==> src/rtl/spcr_consts.svh <==
/*
 * Holds the offsets, field positions, reset values and access masks of the
 * switch port configuration register bank.
 * Assumes it is included by its bare name from the design and the bench.
 */
`ifndef SPCR_CONSTS_SVH
`define SPCR_CONSTS_SVH

// Type 1 header offsets.
`define SPCR_OFF_IDENT 12'h000
`define SPCR_OFF_CMD_STATE 12'h004
`define SPCR_OFF_CLASS_REV 12'h008
`define SPCR_OFF_MISC 12'h00c
`define SPCR_OFF_BAR_LO 12'h010
`define SPCR_OFF_BAR_HI 12'h014
`define SPCR_OFF_BUS_NUM 12'h018
`define SPCR_OFF_IO_WIN 12'h01c
`define SPCR_OFF_MEM_WIN 12'h020
`define SPCR_OFF_PF_WIN 12'h024
`define SPCR_OFF_PF_BASE_UP 12'h028
`define SPCR_OFF_PF_LIM_UP 12'h02c
`define SPCR_OFF_IO_UP 12'h030
`define SPCR_OFF_CAP_START 12'h034
`define SPCR_OFF_ROM_UNUSED 12'h038
`define SPCR_OFF_INT_BRIDGE 12'h03c

// Switch configuration offsets.
`define SPCR_OFF_PORT_WIDTH 12'h300
`define SPCR_OFF_VS_UP0 12'h360
`define SPCR_OFF_VS_UP3 12'h36c
`define SPCR_OFF_VS_MEM0 12'h380
`define SPCR_OFF_VS_MEM3 12'h38c
`define SPCR_OFF_PORT_RESET 12'h3a0
`define SPCR_OFF_DOORBELL_SET 12'h3c0
`define SPCR_OFF_DOORBELL_CLR 12'h3c4
`define SPCR_OFF_SCRATCH_STICKY 12'h3c8
`define SPCR_OFF_READ_ZERO 12'h3cc
`define SPCR_OFF_STICKY_STATUS 12'h3d0

// Port width field positions.
`define SPCR_STN0_LSB 0
`define SPCR_STN4_LSB 8
`define SPCR_STN5_LSB 10

// Fixed header values.
`define SPCR_CAP_POINTER 32'h0000_0040
`define SPCR_CLASS_REV_RST 32'h0604_00aa
`define SPCR_IDENT_RST 32'h1234_5678
`define SPCR_CAP_LIST_BIT 32'h0010_0000

// Software-writable masks; all other bits are read-only or reserved.
`define SPCR_CMD_RW_MASK 32'h0000_0547
`define SPCR_STAT_W1C_MASK 32'h8900_0000
`define SPCR_MISC_RW_MASK 32'h0000_00ff
`define SPCR_BAR_LO_RW_MASK 32'hfffe_0000
`define SPCR_BUS_RW_MASK 32'h00ff_ffff
`define SPCR_IO_RW_MASK 32'h0000_f0f0
`define SPCR_MEM_RW_MASK 32'hfff0_fff0
`define SPCR_IO_UP_RW_MASK 32'hffff_ffff
`define SPCR_INT_RW_MASK 32'h0fff_00ff
`define SPCR_PORT_WIDTH_MASK 32'h0000_0f03
`define SPCR_PORT_RESET_MASK 32'h00ff_000f
`define SPCR_VS_MEM_MASK 32'h00ff_000f

// Virtual switch member defaults by strap: 2, 3 and 4 switches.
`define SPCR_VS2_MEM0 32'h0030_000f
`define SPCR_VS2_MEM1 32'h00cf_0000
`define SPCR_VS3_MEM0 32'h0000_000f
`define SPCR_VS3_MEM1 32'h000f_0000
`define SPCR_VS3_MEM2 32'h00f0_0000
`define SPCR_VS4_MEM0 32'h0000_0007
`define SPCR_VS4_MEM1 32'h0003_0008
`define SPCR_VS4_MEM2 32'h0034_0000
`define SPCR_VS4_MEM3 32'h00c8_0000

`endif

==> src/rtl/spcr_pkg.sv <==
/*
 * Types shared by the switch port configuration register bank.
 * Assumes spcr_consts.svh is on the include path.
 */
package spcr_pkg;

    typedef enum logic [1:0] {
        SPCR_W_FOUR_X4 = 2'b00,
        SPCR_W_ONE_X16 = 2'b01,
        SPCR_W_TWO_X8 = 2'b10,
        SPCR_W_X8_TWO_X4 = 2'b11
    } spcr_width_t;

    typedef struct packed {
        logic wr;
        logic rd;
        logic [11:0] addr;
        logic [31:0] wdata;
    } spcr_req_t;

    typedef struct packed {
        spcr_width_t stn0;
        spcr_width_t stn4;
        spcr_width_t stn5;
        logic [1:0] vs_count;
    } spcr_strap_t;

endpackage : spcr_pkg

==> src/rtl/spcr_regs.sv <==
/*
 * Configuration register bank of one switch: type 1 header, port width,
 * virtual switch membership and upstream selection, port reset, doorbell.
 * Assumes a single-cycle access port from the management or sideband logic,
 * and straps stable while fundamental reset is low.
 */
`include "spcr_consts.svh"

module spcr_regs (
    // Clock, resets, enable.
    input wire logic clk,
    input wire logic reset_n,
    input wire logic soft_reset_n,
    input wire logic clk_en,
    // Straps and mode.
    input wire spcr_pkg::spcr_strap_t straps,
    input wire logic mgmt_access,
    // Register access.
    input wire spcr_pkg::spcr_req_t req,
    input wire logic init_wr,
    output logic [31:0] rdata,
    output logic rvalid,
    // Hardware events.
    input wire logic [31:0] status_set,
    input wire logic sticky_err_set,
    input wire logic irq_pending,
    // Configuration outputs.
    output logic [11:0] port_width_out,
    output logic [47:0] lane_owner_first,
    output logic [23:0] port_reset_out,
    output logic doorbell_irq
);

    logic [31:0] ident_q, ident_d;
    logic [31:0] cmd_q, cmd_d;
    logic [31:0] misc_q, misc_d;
    logic [31:0] bar_lo_q, bar_lo_d;
    logic [31:0] bar_hi_q, bar_hi_d;
    logic [31:0] bus_q, bus_d;
    logic [31:0] io_q, io_d;
    logic [31:0] mem_q, mem_d;
    logic [31:0] pf_q, pf_d;
    logic [31:0] pf_bu_q, pf_bu_d;
    logic [31:0] pf_lu_q, pf_lu_d;
    logic [31:0] io_up_q, io_up_d;
    logic [31:0] intb_q, intb_d;
    logic [31:0] pw_q, pw_d;
    logic [31:0] vs_up_q [4];
    logic [31:0] vs_mem_q [4];
    logic [31:0] prst_q, prst_d;
    logic [31:0] db_q, db_d;
    logic [31:0] scr_q, scr_d;
    logic [31:0] sts_q, sts_d;
    logic [31:0] rdata_d;
    logic [31:0] mem_def [4];
    logic [31:0] up_def [4];

    wire logic swr = req.wr;
    wire logic [31:0] wd = req.wdata;
    wire logic [11:0] a = req.addr;
    wire logic init_ok = init_wr & swr;
    wire logic sw_ok = swr & ~init_wr;
    wire logic [1:0] vs_idx = a[3:2];
    wire logic in_up = (a >= `SPCR_OFF_VS_UP0) && (a <= `SPCR_OFF_VS_UP3);
    wire logic in_mem = (a >= `SPCR_OFF_VS_MEM0) && (a <= `SPCR_OFF_VS_MEM3);
    wire logic mgmt_wr = swr & mgmt_access;
    // Strap word laid out as the port width register.
    wire logic [31:0] strap_word = {20'h0, straps.stn5, straps.stn4, 6'h0, straps.stn0};
    wire logic [31:0] db_clear = (sw_ok && a == `SPCR_OFF_DOORBELL_CLR) ? wd : 32'h0;
    wire logic [31:0] sts_clear = (sw_ok && a == `SPCR_OFF_STICKY_STATUS) ? wd : 32'h0;

    // Per-strap member and upstream defaults.
    always_comb
    begin
        unique case (straps.vs_count)
            2'b01:
            begin
                mem_def = '{`SPCR_VS2_MEM0, `SPCR_VS2_MEM1, 32'h0, 32'h0};
                up_def = '{32'd0, 32'd16, 32'd0, 32'd0};
            end
            2'b10:
            begin
                mem_def = '{`SPCR_VS3_MEM0, `SPCR_VS3_MEM1, `SPCR_VS3_MEM2, 32'h0};
                up_def = '{32'd0, 32'd16, 32'd20, 32'd0};
            end
            2'b11:
            begin
                mem_def = '{`SPCR_VS4_MEM0, `SPCR_VS4_MEM1, `SPCR_VS4_MEM2,
                    `SPCR_VS4_MEM3};
                up_def = '{32'd0, 32'd16, 32'd20, 32'd22};
            end
            default:
            begin
                mem_def = '{32'h00ff_000f, 32'h0, 32'h0, 32'h0};
                up_def = '{32'd0, 32'd0, 32'd0, 32'd0};
            end
        endcase
    end

    // Masked next-state terms: read-only bits keep value on software writes.
    function automatic logic [31:0] mw(input logic hit, input logic [31:0] q,
        input logic [31:0] m, input logic [31:0] d);
        mw = hit ? ((q & ~m) | (d & m)) : q;
    endfunction : mw

    assign ident_d = (init_ok && a == `SPCR_OFF_IDENT) ? wd : ident_q;
    assign cmd_d = (mw(sw_ok && a == `SPCR_OFF_CMD_STATE, cmd_q, `SPCR_CMD_RW_MASK, wd)
        & ~(sw_ok && a == `SPCR_OFF_CMD_STATE ? (wd & `SPCR_STAT_W1C_MASK) : 32'h0))
        | (status_set & `SPCR_STAT_W1C_MASK);
    assign misc_d = mw(swr && a == `SPCR_OFF_MISC, misc_q, `SPCR_MISC_RW_MASK, wd);
    assign bar_lo_d = mw(swr && a == `SPCR_OFF_BAR_LO, bar_lo_q, `SPCR_BAR_LO_RW_MASK, wd);
    assign bar_hi_d = mw(swr && a == `SPCR_OFF_BAR_HI, bar_hi_q, 32'hffff_ffff, wd);
    assign bus_d = mw(swr && a == `SPCR_OFF_BUS_NUM, bus_q, `SPCR_BUS_RW_MASK, wd);
    assign io_d = mw(swr && a == `SPCR_OFF_IO_WIN, io_q, `SPCR_IO_RW_MASK, wd);
    assign mem_d = mw(swr && a == `SPCR_OFF_MEM_WIN, mem_q, `SPCR_MEM_RW_MASK, wd);
    assign pf_d = mw(swr && a == `SPCR_OFF_PF_WIN, pf_q, `SPCR_MEM_RW_MASK, wd);
    assign pf_bu_d = mw(swr && a == `SPCR_OFF_PF_BASE_UP, pf_bu_q, 32'hffff_ffff, wd);
    assign pf_lu_d = mw(swr && a == `SPCR_OFF_PF_LIM_UP, pf_lu_q, 32'hffff_ffff, wd);
    assign io_up_d = mw(swr && a == `SPCR_OFF_IO_UP, io_up_q, `SPCR_IO_UP_RW_MASK, wd);
    assign intb_d = mw(swr && a == `SPCR_OFF_INT_BRIDGE, intb_q, `SPCR_INT_RW_MASK, wd);
    assign pw_d = mw(mgmt_wr && a == `SPCR_OFF_PORT_WIDTH, pw_q,
        `SPCR_PORT_WIDTH_MASK, wd);
    assign prst_d = mw(mgmt_wr && a == `SPCR_OFF_PORT_RESET, prst_q,
        `SPCR_PORT_RESET_MASK, wd);
    assign db_d = (db_q & ~db_clear)
        | ((sw_ok && a == `SPCR_OFF_DOORBELL_SET) ? wd : 32'h0);
    assign scr_d = mw(swr && a == `SPCR_OFF_SCRATCH_STICKY, scr_q, 32'hffff_ffff, wd);
    assign sts_d = (sts_q & ~sts_clear) | {31'h0, sticky_err_set};

    // Lane owner first-lane marks: bit set on each port's lowest lane.
    function automatic logic [15:0] first_lanes(input logic [1:0] w);
        unique case (w)
            2'b00: first_lanes = 16'h1111;
            2'b01: first_lanes = 16'h0001;
            2'b10: first_lanes = 16'h0101;
            2'b11: first_lanes = 16'h1101;
        endcase
    endfunction : first_lanes

    // Read mux; reserved and read-zero locations return zero.
    always_comb
    begin
        rdata_d = 32'h0;
        // Switch vectors answer only on the management path.
        if (in_up)
        begin
            rdata_d = mgmt_access ? vs_up_q[vs_idx] : 32'h0;
        end
        else if (in_mem)
        begin
            rdata_d = mgmt_access ? vs_mem_q[vs_idx] : 32'h0;
        end
        else
        begin
            unique case (a)
                `SPCR_OFF_IDENT: rdata_d = ident_q;
                `SPCR_OFF_CMD_STATE: rdata_d = cmd_q | `SPCR_CAP_LIST_BIT
                    | {12'h0, irq_pending & ~cmd_q[10], 19'h0};
                `SPCR_OFF_CLASS_REV: rdata_d = `SPCR_CLASS_REV_RST;
                `SPCR_OFF_MISC: rdata_d = misc_q | 32'h0001_0000;
                `SPCR_OFF_BAR_LO: rdata_d = bar_lo_q;
                `SPCR_OFF_BAR_HI: rdata_d = bar_hi_q;
                `SPCR_OFF_BUS_NUM: rdata_d = bus_q;
                `SPCR_OFF_IO_WIN: rdata_d = io_q | 32'h0000_0101;
                `SPCR_OFF_MEM_WIN: rdata_d = mem_q;
                `SPCR_OFF_PF_WIN: rdata_d = pf_q | 32'h0001_0001;
                `SPCR_OFF_PF_BASE_UP: rdata_d = pf_bu_q;
                `SPCR_OFF_PF_LIM_UP: rdata_d = pf_lu_q;
                `SPCR_OFF_IO_UP: rdata_d = io_up_q;
                `SPCR_OFF_CAP_START: rdata_d = `SPCR_CAP_POINTER;
                `SPCR_OFF_INT_BRIDGE: rdata_d = intb_q | 32'h0000_0100;
                `SPCR_OFF_PORT_WIDTH: rdata_d = mgmt_access ? pw_q : 32'h0;
                `SPCR_OFF_PORT_RESET: rdata_d = mgmt_access ? prst_q : 32'h0;
                `SPCR_OFF_DOORBELL_SET: rdata_d = db_q;
                `SPCR_OFF_DOORBELL_CLR: rdata_d = db_q;
                `SPCR_OFF_SCRATCH_STICKY: rdata_d = scr_q;
                `SPCR_OFF_STICKY_STATUS: rdata_d = sts_q;
                default: rdata_d = 32'h0;
            endcase
        end
    end

    // Fundamental reset restores everything, hardware-initialized bits included.
    always_ff @(posedge clk)
    begin
        if (!reset_n)
        begin
            ident_q <= `SPCR_IDENT_RST;
            // Straps are taken on every edge while fundamental reset is low.
            pw_q <= strap_word;
            scr_q <= 32'h0;
            sts_q <= 32'h0;
        end
        else if (clk_en)
        begin
            ident_q <= ident_d;
            pw_q <= pw_d;
            scr_q <= scr_d;
            sts_q <= sts_d;
        end
    end

    // Outputs see the straps directly on the first enabled edge after fundamental reset.
    logic strap_loaded_q;
    always_ff @(posedge clk)
    begin
        if (!reset_n)
        begin
            strap_loaded_q <= 1'b0;
        end
        else if (clk_en)
        begin
            strap_loaded_q <= 1'b1;
        end
    end

    logic [31:0] pw_live;
    assign pw_live = strap_loaded_q ? pw_q : strap_word;

    // Soft-resettable registers.
    wire logic any_rst = !reset_n || !soft_reset_n;
    always_ff @(posedge clk)
    begin
        if (any_rst)
        begin
            cmd_q <= 32'h0;
            misc_q <= 32'h0;
            bar_lo_q <= 32'h0;
            bar_hi_q <= 32'h0;
            bus_q <= 32'h0;
            io_q <= 32'h0;
            mem_q <= 32'h0;
            pf_q <= 32'h0;
            pf_bu_q <= 32'h0;
            pf_lu_q <= 32'h0;
            io_up_q <= 32'h0;
            intb_q <= 32'h0;
            prst_q <= 32'h0;
            db_q <= 32'h0;
            rdata <= 32'h0;
            rvalid <= 1'b0;
        end
        else if (clk_en)
        begin
            cmd_q <= cmd_d;
            misc_q <= misc_d;
            bar_lo_q <= bar_lo_d;
            bar_hi_q <= bar_hi_d;
            bus_q <= bus_d;
            io_q <= io_d;
            mem_q <= mem_d;
            pf_q <= pf_d;
            pf_bu_q <= pf_bu_d;
            pf_lu_q <= pf_lu_d;
            io_up_q <= io_up_d;
            intb_q <= intb_d;
            prst_q <= prst_d;
            db_q <= db_d;
            rdata <= req.rd ? rdata_d : 32'h0;
            rvalid <= req.rd;
        end
    end

    // Virtual switch vectors and upstream selects.
    always_ff @(posedge clk)
    begin
        if (any_rst)
        begin
            vs_mem_q <= mem_def;
            vs_up_q <= up_def;
        end
        else if (clk_en && mgmt_wr)
        begin
            if (in_mem)
            begin
                vs_mem_q[vs_idx] <= wd & `SPCR_VS_MEM_MASK;
            end
            if (in_up)
            begin
                vs_up_q[vs_idx] <= {27'h0, wd[4:0]};
            end
        end
    end

    // Registered outputs.
    always_ff @(posedge clk)
    begin
        if (!reset_n)
        begin
            port_width_out <= 12'h0;
            lane_owner_first <= 48'h0;
            port_reset_out <= 24'h0;
            doorbell_irq <= 1'b0;
        end
        else if (clk_en)
        begin
            port_width_out <= pw_live[11:0];
            lane_owner_first <= {first_lanes(pw_live[9:8]), first_lanes(pw_live[11:10]),
                first_lanes(pw_live[1:0])};
            port_reset_out <= {prst_q[23:16], 12'h0, prst_q[3:0]};
            doorbell_irq <= |db_q;
        end
    end

    // Access-type checks, strap defaults and the main scenarios.
    property cap_ptr_p;
        @(posedge clk) disable iff (!reset_n)
        (clk_en && req.rd && a == `SPCR_OFF_CAP_START) |=> rdata == 32'h0000_0040;
    endproperty
    cap_pointer_a: assert property (cap_ptr_p) else $error("cap pointer wrong");
    ident_ro_a: assert property (@(posedge clk) disable iff (!reset_n)
        (clk_en && sw_ok && a == `SPCR_OFF_IDENT) |=> $stable(ident_q))
        else $error("ident changed by software");
    ident_init_a: assert property (@(posedge clk) disable iff (!reset_n)
        (clk_en && init_ok && a == `SPCR_OFF_IDENT) |=> ident_q == $past(wd))
        else $error("ident not loaded by init path");
    w1c_clear_a: assert property (@(posedge clk) disable iff (any_rst)
        (clk_en && sw_ok && a == `SPCR_OFF_STICKY_STATUS && wd[0] && !sticky_err_set)
        |=> !sts_q[0]) else $error("sticky status not cleared");
    w1c_set_wins_a: assert property (@(posedge clk) disable iff (any_rst)
        (clk_en && status_set[31]) |=> cmd_q[31])
        else $error("status event lost");
    w1c_zero_a: assert property (@(posedge clk) disable iff (!reset_n)
        (clk_en && sts_q[0] && !(sw_ok && a == `SPCR_OFF_STICKY_STATUS && wd[0]))
        |=> sts_q[0]) else $error("status lost");
    sticky_soft_a: assert property (@(posedge clk) disable iff (!reset_n)
        (!soft_reset_n && !(clk_en && swr)) |=> $stable(scr_q))
        else $error("sticky changed by soft reset");
    doorbell_set_a: assert property (@(posedge clk) disable iff (any_rst)
        (clk_en && sw_ok && a == `SPCR_OFF_DOORBELL_SET && wd != 32'h0) ##1 clk_en
        |=> doorbell_irq) else $error("doorbell not raised");
    read_zero_a: assert property (@(posedge clk) disable iff (any_rst)
        (clk_en && req.rd && a == `SPCR_OFF_READ_ZERO) |=> rdata == 32'h0)
        else $error("read zero returned data");
    width_mgmt_a: assert property (@(posedge clk) disable iff (!reset_n)
        (clk_en && swr && !mgmt_access && a == `SPCR_OFF_PORT_WIDTH) |=> $stable(pw_q))
        else $error("width written off management path");
    width_strap_a: assert property (@(posedge clk)
        !reset_n |=> pw_q == $past(strap_word))
        else $error("width default not from straps");
    rsvd_cmd_a: assert property (@(posedge clk) disable iff (!reset_n)
        (clk_en && req.rd && a == `SPCR_OFF_CMD_STATE) |=> rdata[15:11] == 5'h0)
        else $error("reserved bits nonzero");
    rd_cov_c: cover property (@(posedge clk) clk_en && req.rd && in_mem);
    sticky_cov_c: cover property (@(posedge clk) !soft_reset_n && sts_q[0]);
    mv_cov_c: cover property (@(posedge clk) clk_en && mgmt_wr && in_up);
    db_cov_c: cover property (@(posedge clk) doorbell_irq ##[1:4] !doorbell_irq);

endmodule : spcr_regs

==> config.mk <==
export PLATFORM = sky130hd
export DESIGN_NAME = spcr_regs
export DESIGN_NICKNAME = d
export VERILOG_FILES = /design/src/rtl/spcr_pkg.sv /design/src/rtl/spcr_regs.sv
export VERILOG_INCLUDE_DIRS = /design/src /design/src/rtl
export SDC_FILE = /design/constraint.sdc
export NUM_CORES = 2
export LEC_CHECK = 0
export BUFFER_PORTS_ARGS = -buffer_cell sky130_fd_sc_hd__buf_2
export CELL_PAD_IN_SITES_DETAIL_PLACEMENT = 1
export CELL_PAD_IN_SITES_GLOBAL_PLACEMENT = 2
export CORE_MARGIN = 1.5
export CORE_UTILIZATION = 39
export DETAILED_ROUTE_END_ITERATION = 16
export HOLD_SLACK_MARGIN = 0.1
export PLACE_DENSITY = 0.87
export REMOVE_ABC_BUFFERS = 1
export SLEW_MARGIN = 20
export SYNTH_ARGS = -nofsm -noshare
export SYNTH_HDL_FRONTEND = slang
export SYNTH_SLANG_ARGS = --single-unit
==> constraint.sdc <==
create_clock -name clk -period 6.1 [get_ports clk]
set_clock_uncertainty 0.1 [all_clocks]
set_input_delay 0 -clock clk [delete_from_list [all_inputs] [get_ports clk]]
set_output_delay 0 -clock clk [all_outputs]
set_load 0.02 [all_outputs]
==> results.sh <==
export IMPL_die_h_um=294
export IMPL_insertion_delay_ps=660
export IMPL_synth_area_leaders="dfxtp_1 (28%), edfxtp_1 (24%), nand2_1 (10%), a21oi_1 (6.2%), mux4_2 (4.6%)"
export IMPL_wl_per_cell_um=29.8
export IMPL_grt_util_all_layers=0.323
export IMPL_die_x_um=294
export IMPL_synthCells=3492
export IMPL_place_gp_congestion=0.971
export IMPL_io_pin_count=212
export IMPL_antenna_found_initial=5
export IMPL_drive_gt1_frac=0.133
export IMPL_reg2reg_from="db_q[0]$_SDFFE_PN0P_"
export IMPL_syn_area_sq_um=33100
export IMPL_ys_types=79
export IMPL_start_util=0.395
export IMPL_max_freq_mhz=257
export IMPL_dp_slack_ps=2190
export IMPL_slew_headroom=0.114
export IMPL_grt_max_degree=193
export IMPL_hold_violations=0
export IMPL_drt_first_pass_iters=9
export IMPL_p_total_mw=10.8
export IMPL_area_growth_pct=14.5
export IMPL_maxSlewViolCount=0
export IMPL_fin_crit_sh=0.637
export IMPL_crit_path_start_kind="primary input"
export IMPL_p_leak_nw=13.9
export IMPL_crit_path_end_kind="register"
export IMPL_setup_tns_ps=0
export IMPL_cts_made_buffers=80
export IMPL_grt_pass1_wl_um=204000
export IMPL_syn_avg_cell_area_sq_um=9.47
export IMPL_ys_ff_latch=724
export IMPL_cts_resized=0
export IMPL_outcome="complete, no violations"
export IMPL_synth_top_area_cell="dfxtp_1"
export IMPL_cts_max_level=3
export IMPL_synthFlopType="dfxtp_1"
export IMPL_coreArea_sq_um=83800
export IMPL_final_util=0.452
export IMPL_critPathLaunch="req[34]"
export IMPL_power_density_nw_per_um2=286
export IMPL_cp_arrival_ps=4290
export IMPL_synthArstFlopShare=0
export IMPL_layout_nets=3655
export IMPL_clk_pin_slew_ps=70
export IMPL_seq_area_sq_um=17100
export IMPL_globalRoute_totalOverflow=0
export IMPL_cpPeakStageDelay_ps=570
export IMPL_yosys_warnings=0
export IMPL_post_dp_hpwl_um=89000
export IMPL_cp_required_ps=6510
export IMPL_fill_cells=9405
export IMPL_post_cts_setup_buffers=0
export IMPL_vias=29400
export IMPL_vias_per_cell=6.19
export IMPL_hp_class="primary input to register"
export IMPL_synth_edff_count=262
export IMPL_fin_crit_ps=3890
export IMPL_yosysSeqAreaShare=0.517
export IMPL_antenna_left=0
export IMPL_portBuffers=128
export IMPL_multiInputGateArea_sq_um=14500
export IMPL_irDropWorstVdd_mv=0.175
export IMPL_worst_path_max_delay_cell="nand2_1"
export IMPL_drtIter0Drc=3252
export IMPL_path_cells="dlygate4sd3_1, buf_6, nor4_4, buf_4, nand2_4, nor2_4, nand2_1, buf_4, o21ai_0, a21boi_0, dlygate4sd3_1"
export IMPL_setup_viol=0
export IMPL_min_from="req[35]"
export IMPL_remaining_drc_errors=0
export IMPL_cts_tree="done"
export IMPL_die_area_sq_um=86600
export IMPL_crit_path_max_fanout=28
export IMPL_rsz0062_at_grt="false"
export IMPL_routed_wl_um=141000
export IMPL_synth_most_common_cell="nand2_1"
export IMPL_path_class="primary input to register"
export IMPL_cts_root_buf="clkbuf_16"
export IMPL_num_rows=106
export IMPL_cts_sinks=724
export IMPL_clockBufferDepth=3
export IMPL_maxCapViolCount=0
export IMPL_fin_ws_ps=2210
export IMPL_grt_pass1_vias=29300
export IMPL_synth_commonest_cells="nand2_1 (895), dfxtp_1 (462), a21oi_1 (411)"
export IMPL_synth_top_cell_area_share=0.280
export IMPL_worst_pin_slew_ps=1320
==> registers in the layout, summed over array words and instances (netlist names), 20 cells and up <==
register	flops
pf_bu_q	32
ident_q	32
io_up_q	32
db_q	32
pf_q	24
vs_up_q	128
bar_hi_q	32
vs_mem_q	128
scr_q	32
mem_q	24
sts_q	32
intb_q	20
pf_lu_q	32
rdata	32
bus_q	24
==> layout by cell type, fill, tap and decap left out, types with 28 or more instances in the layout <==
cell and count:
a221oi_1 28, clkbuf_16 81, and3_1 146, conb_1 54, mux4_2 67, a22oi_1 79
nor2_1 67, mux2i_1 55, a21boi_0 30, dlygate4sd3_1 73, edfxtp_1 262, nand3_1 68
nand2_1 892, o21ai_0 73, and2_1 53, nor2b_1 28, buf_2 124, o211a_1 44
dfxtp_1 462, buf_4 93, a22o_1 32, a21oi_1 410
==> metrics by stage <==
step,cell area [sq um],instances,hold slack (ps)
finish,37900,4750,160
detailed placement,34600,4528,167
global placement,34500,4528,157
floorplan,31500,3171,-28.2
global route,37900,4749,171
CTS,37800,4748,102
==> power breakdown <==
part	leakage [nW]	switching, mW	total [mW]	internal (mW)
clock network	1.25	2.10	4.81	2.71
registers	6.58	0.0661	5.21	5.14
logic	6.07	0.594	0.829	0.235
total	13.9	2.76	10.8	8.09
==> area by class of cell <==
type,instances,area share
multi-input cells,2430,0.384
clock buffers,119,0.0621
repair buffers,297,0.0574
diodes,1,0.0000661
clock inverters,28,0.00552
inverters,17,0.00182
flip-flops and latches,724,0.452
well taps,1134,0.0375
==> metal layers <==
metal,wire [um],global-route usage,share of wire
met1,56800,0.426,0.40
met4,8130,0.167,0.057
met5,52,0,0.00037
met2,62400,0.495,0.44
met3,14000,0.0724,0.099
==> worst max-delay path: cells and delay by family <==
family / cells / cell delay [ps]
buffers and inverters: 5 / 2240
and+or+nand+nor: 4 / 1680
AOI/OAI and AO/OA: 2 / 280
==> kinds of logic after synthesis <==
group,synth area share
mux,0.0667
other cells,0.000113
flops,0.517
compound gates,0.167
fa+ha+maj,0.00416
buf+inv,0.0545
simple gates,0.190
==> path summary, 6_finish.rpt <==
path                               end  slack, ps  depth (start not counted)
max              sts_q[0]$_SDFFE_PN0P_       2210                         11
min             rdata[10]$_SDFFE_PN0P_        160                          4
max reg2reg  doorbell_irq$_SDFFE_PN0P_       3220                          4
min reg2reg       io_q[4]$_SDFFE_PN0P_        350                          2
==> repair_timing <==
item | 4_1_cts | 5_1_grt
endpoints found under the hold margin | 533 | 0
setup endpoints to repair | 0 | 0
hold buffers | 73 | 0
No activity file was read; power rests on OpenSTA's default activity.
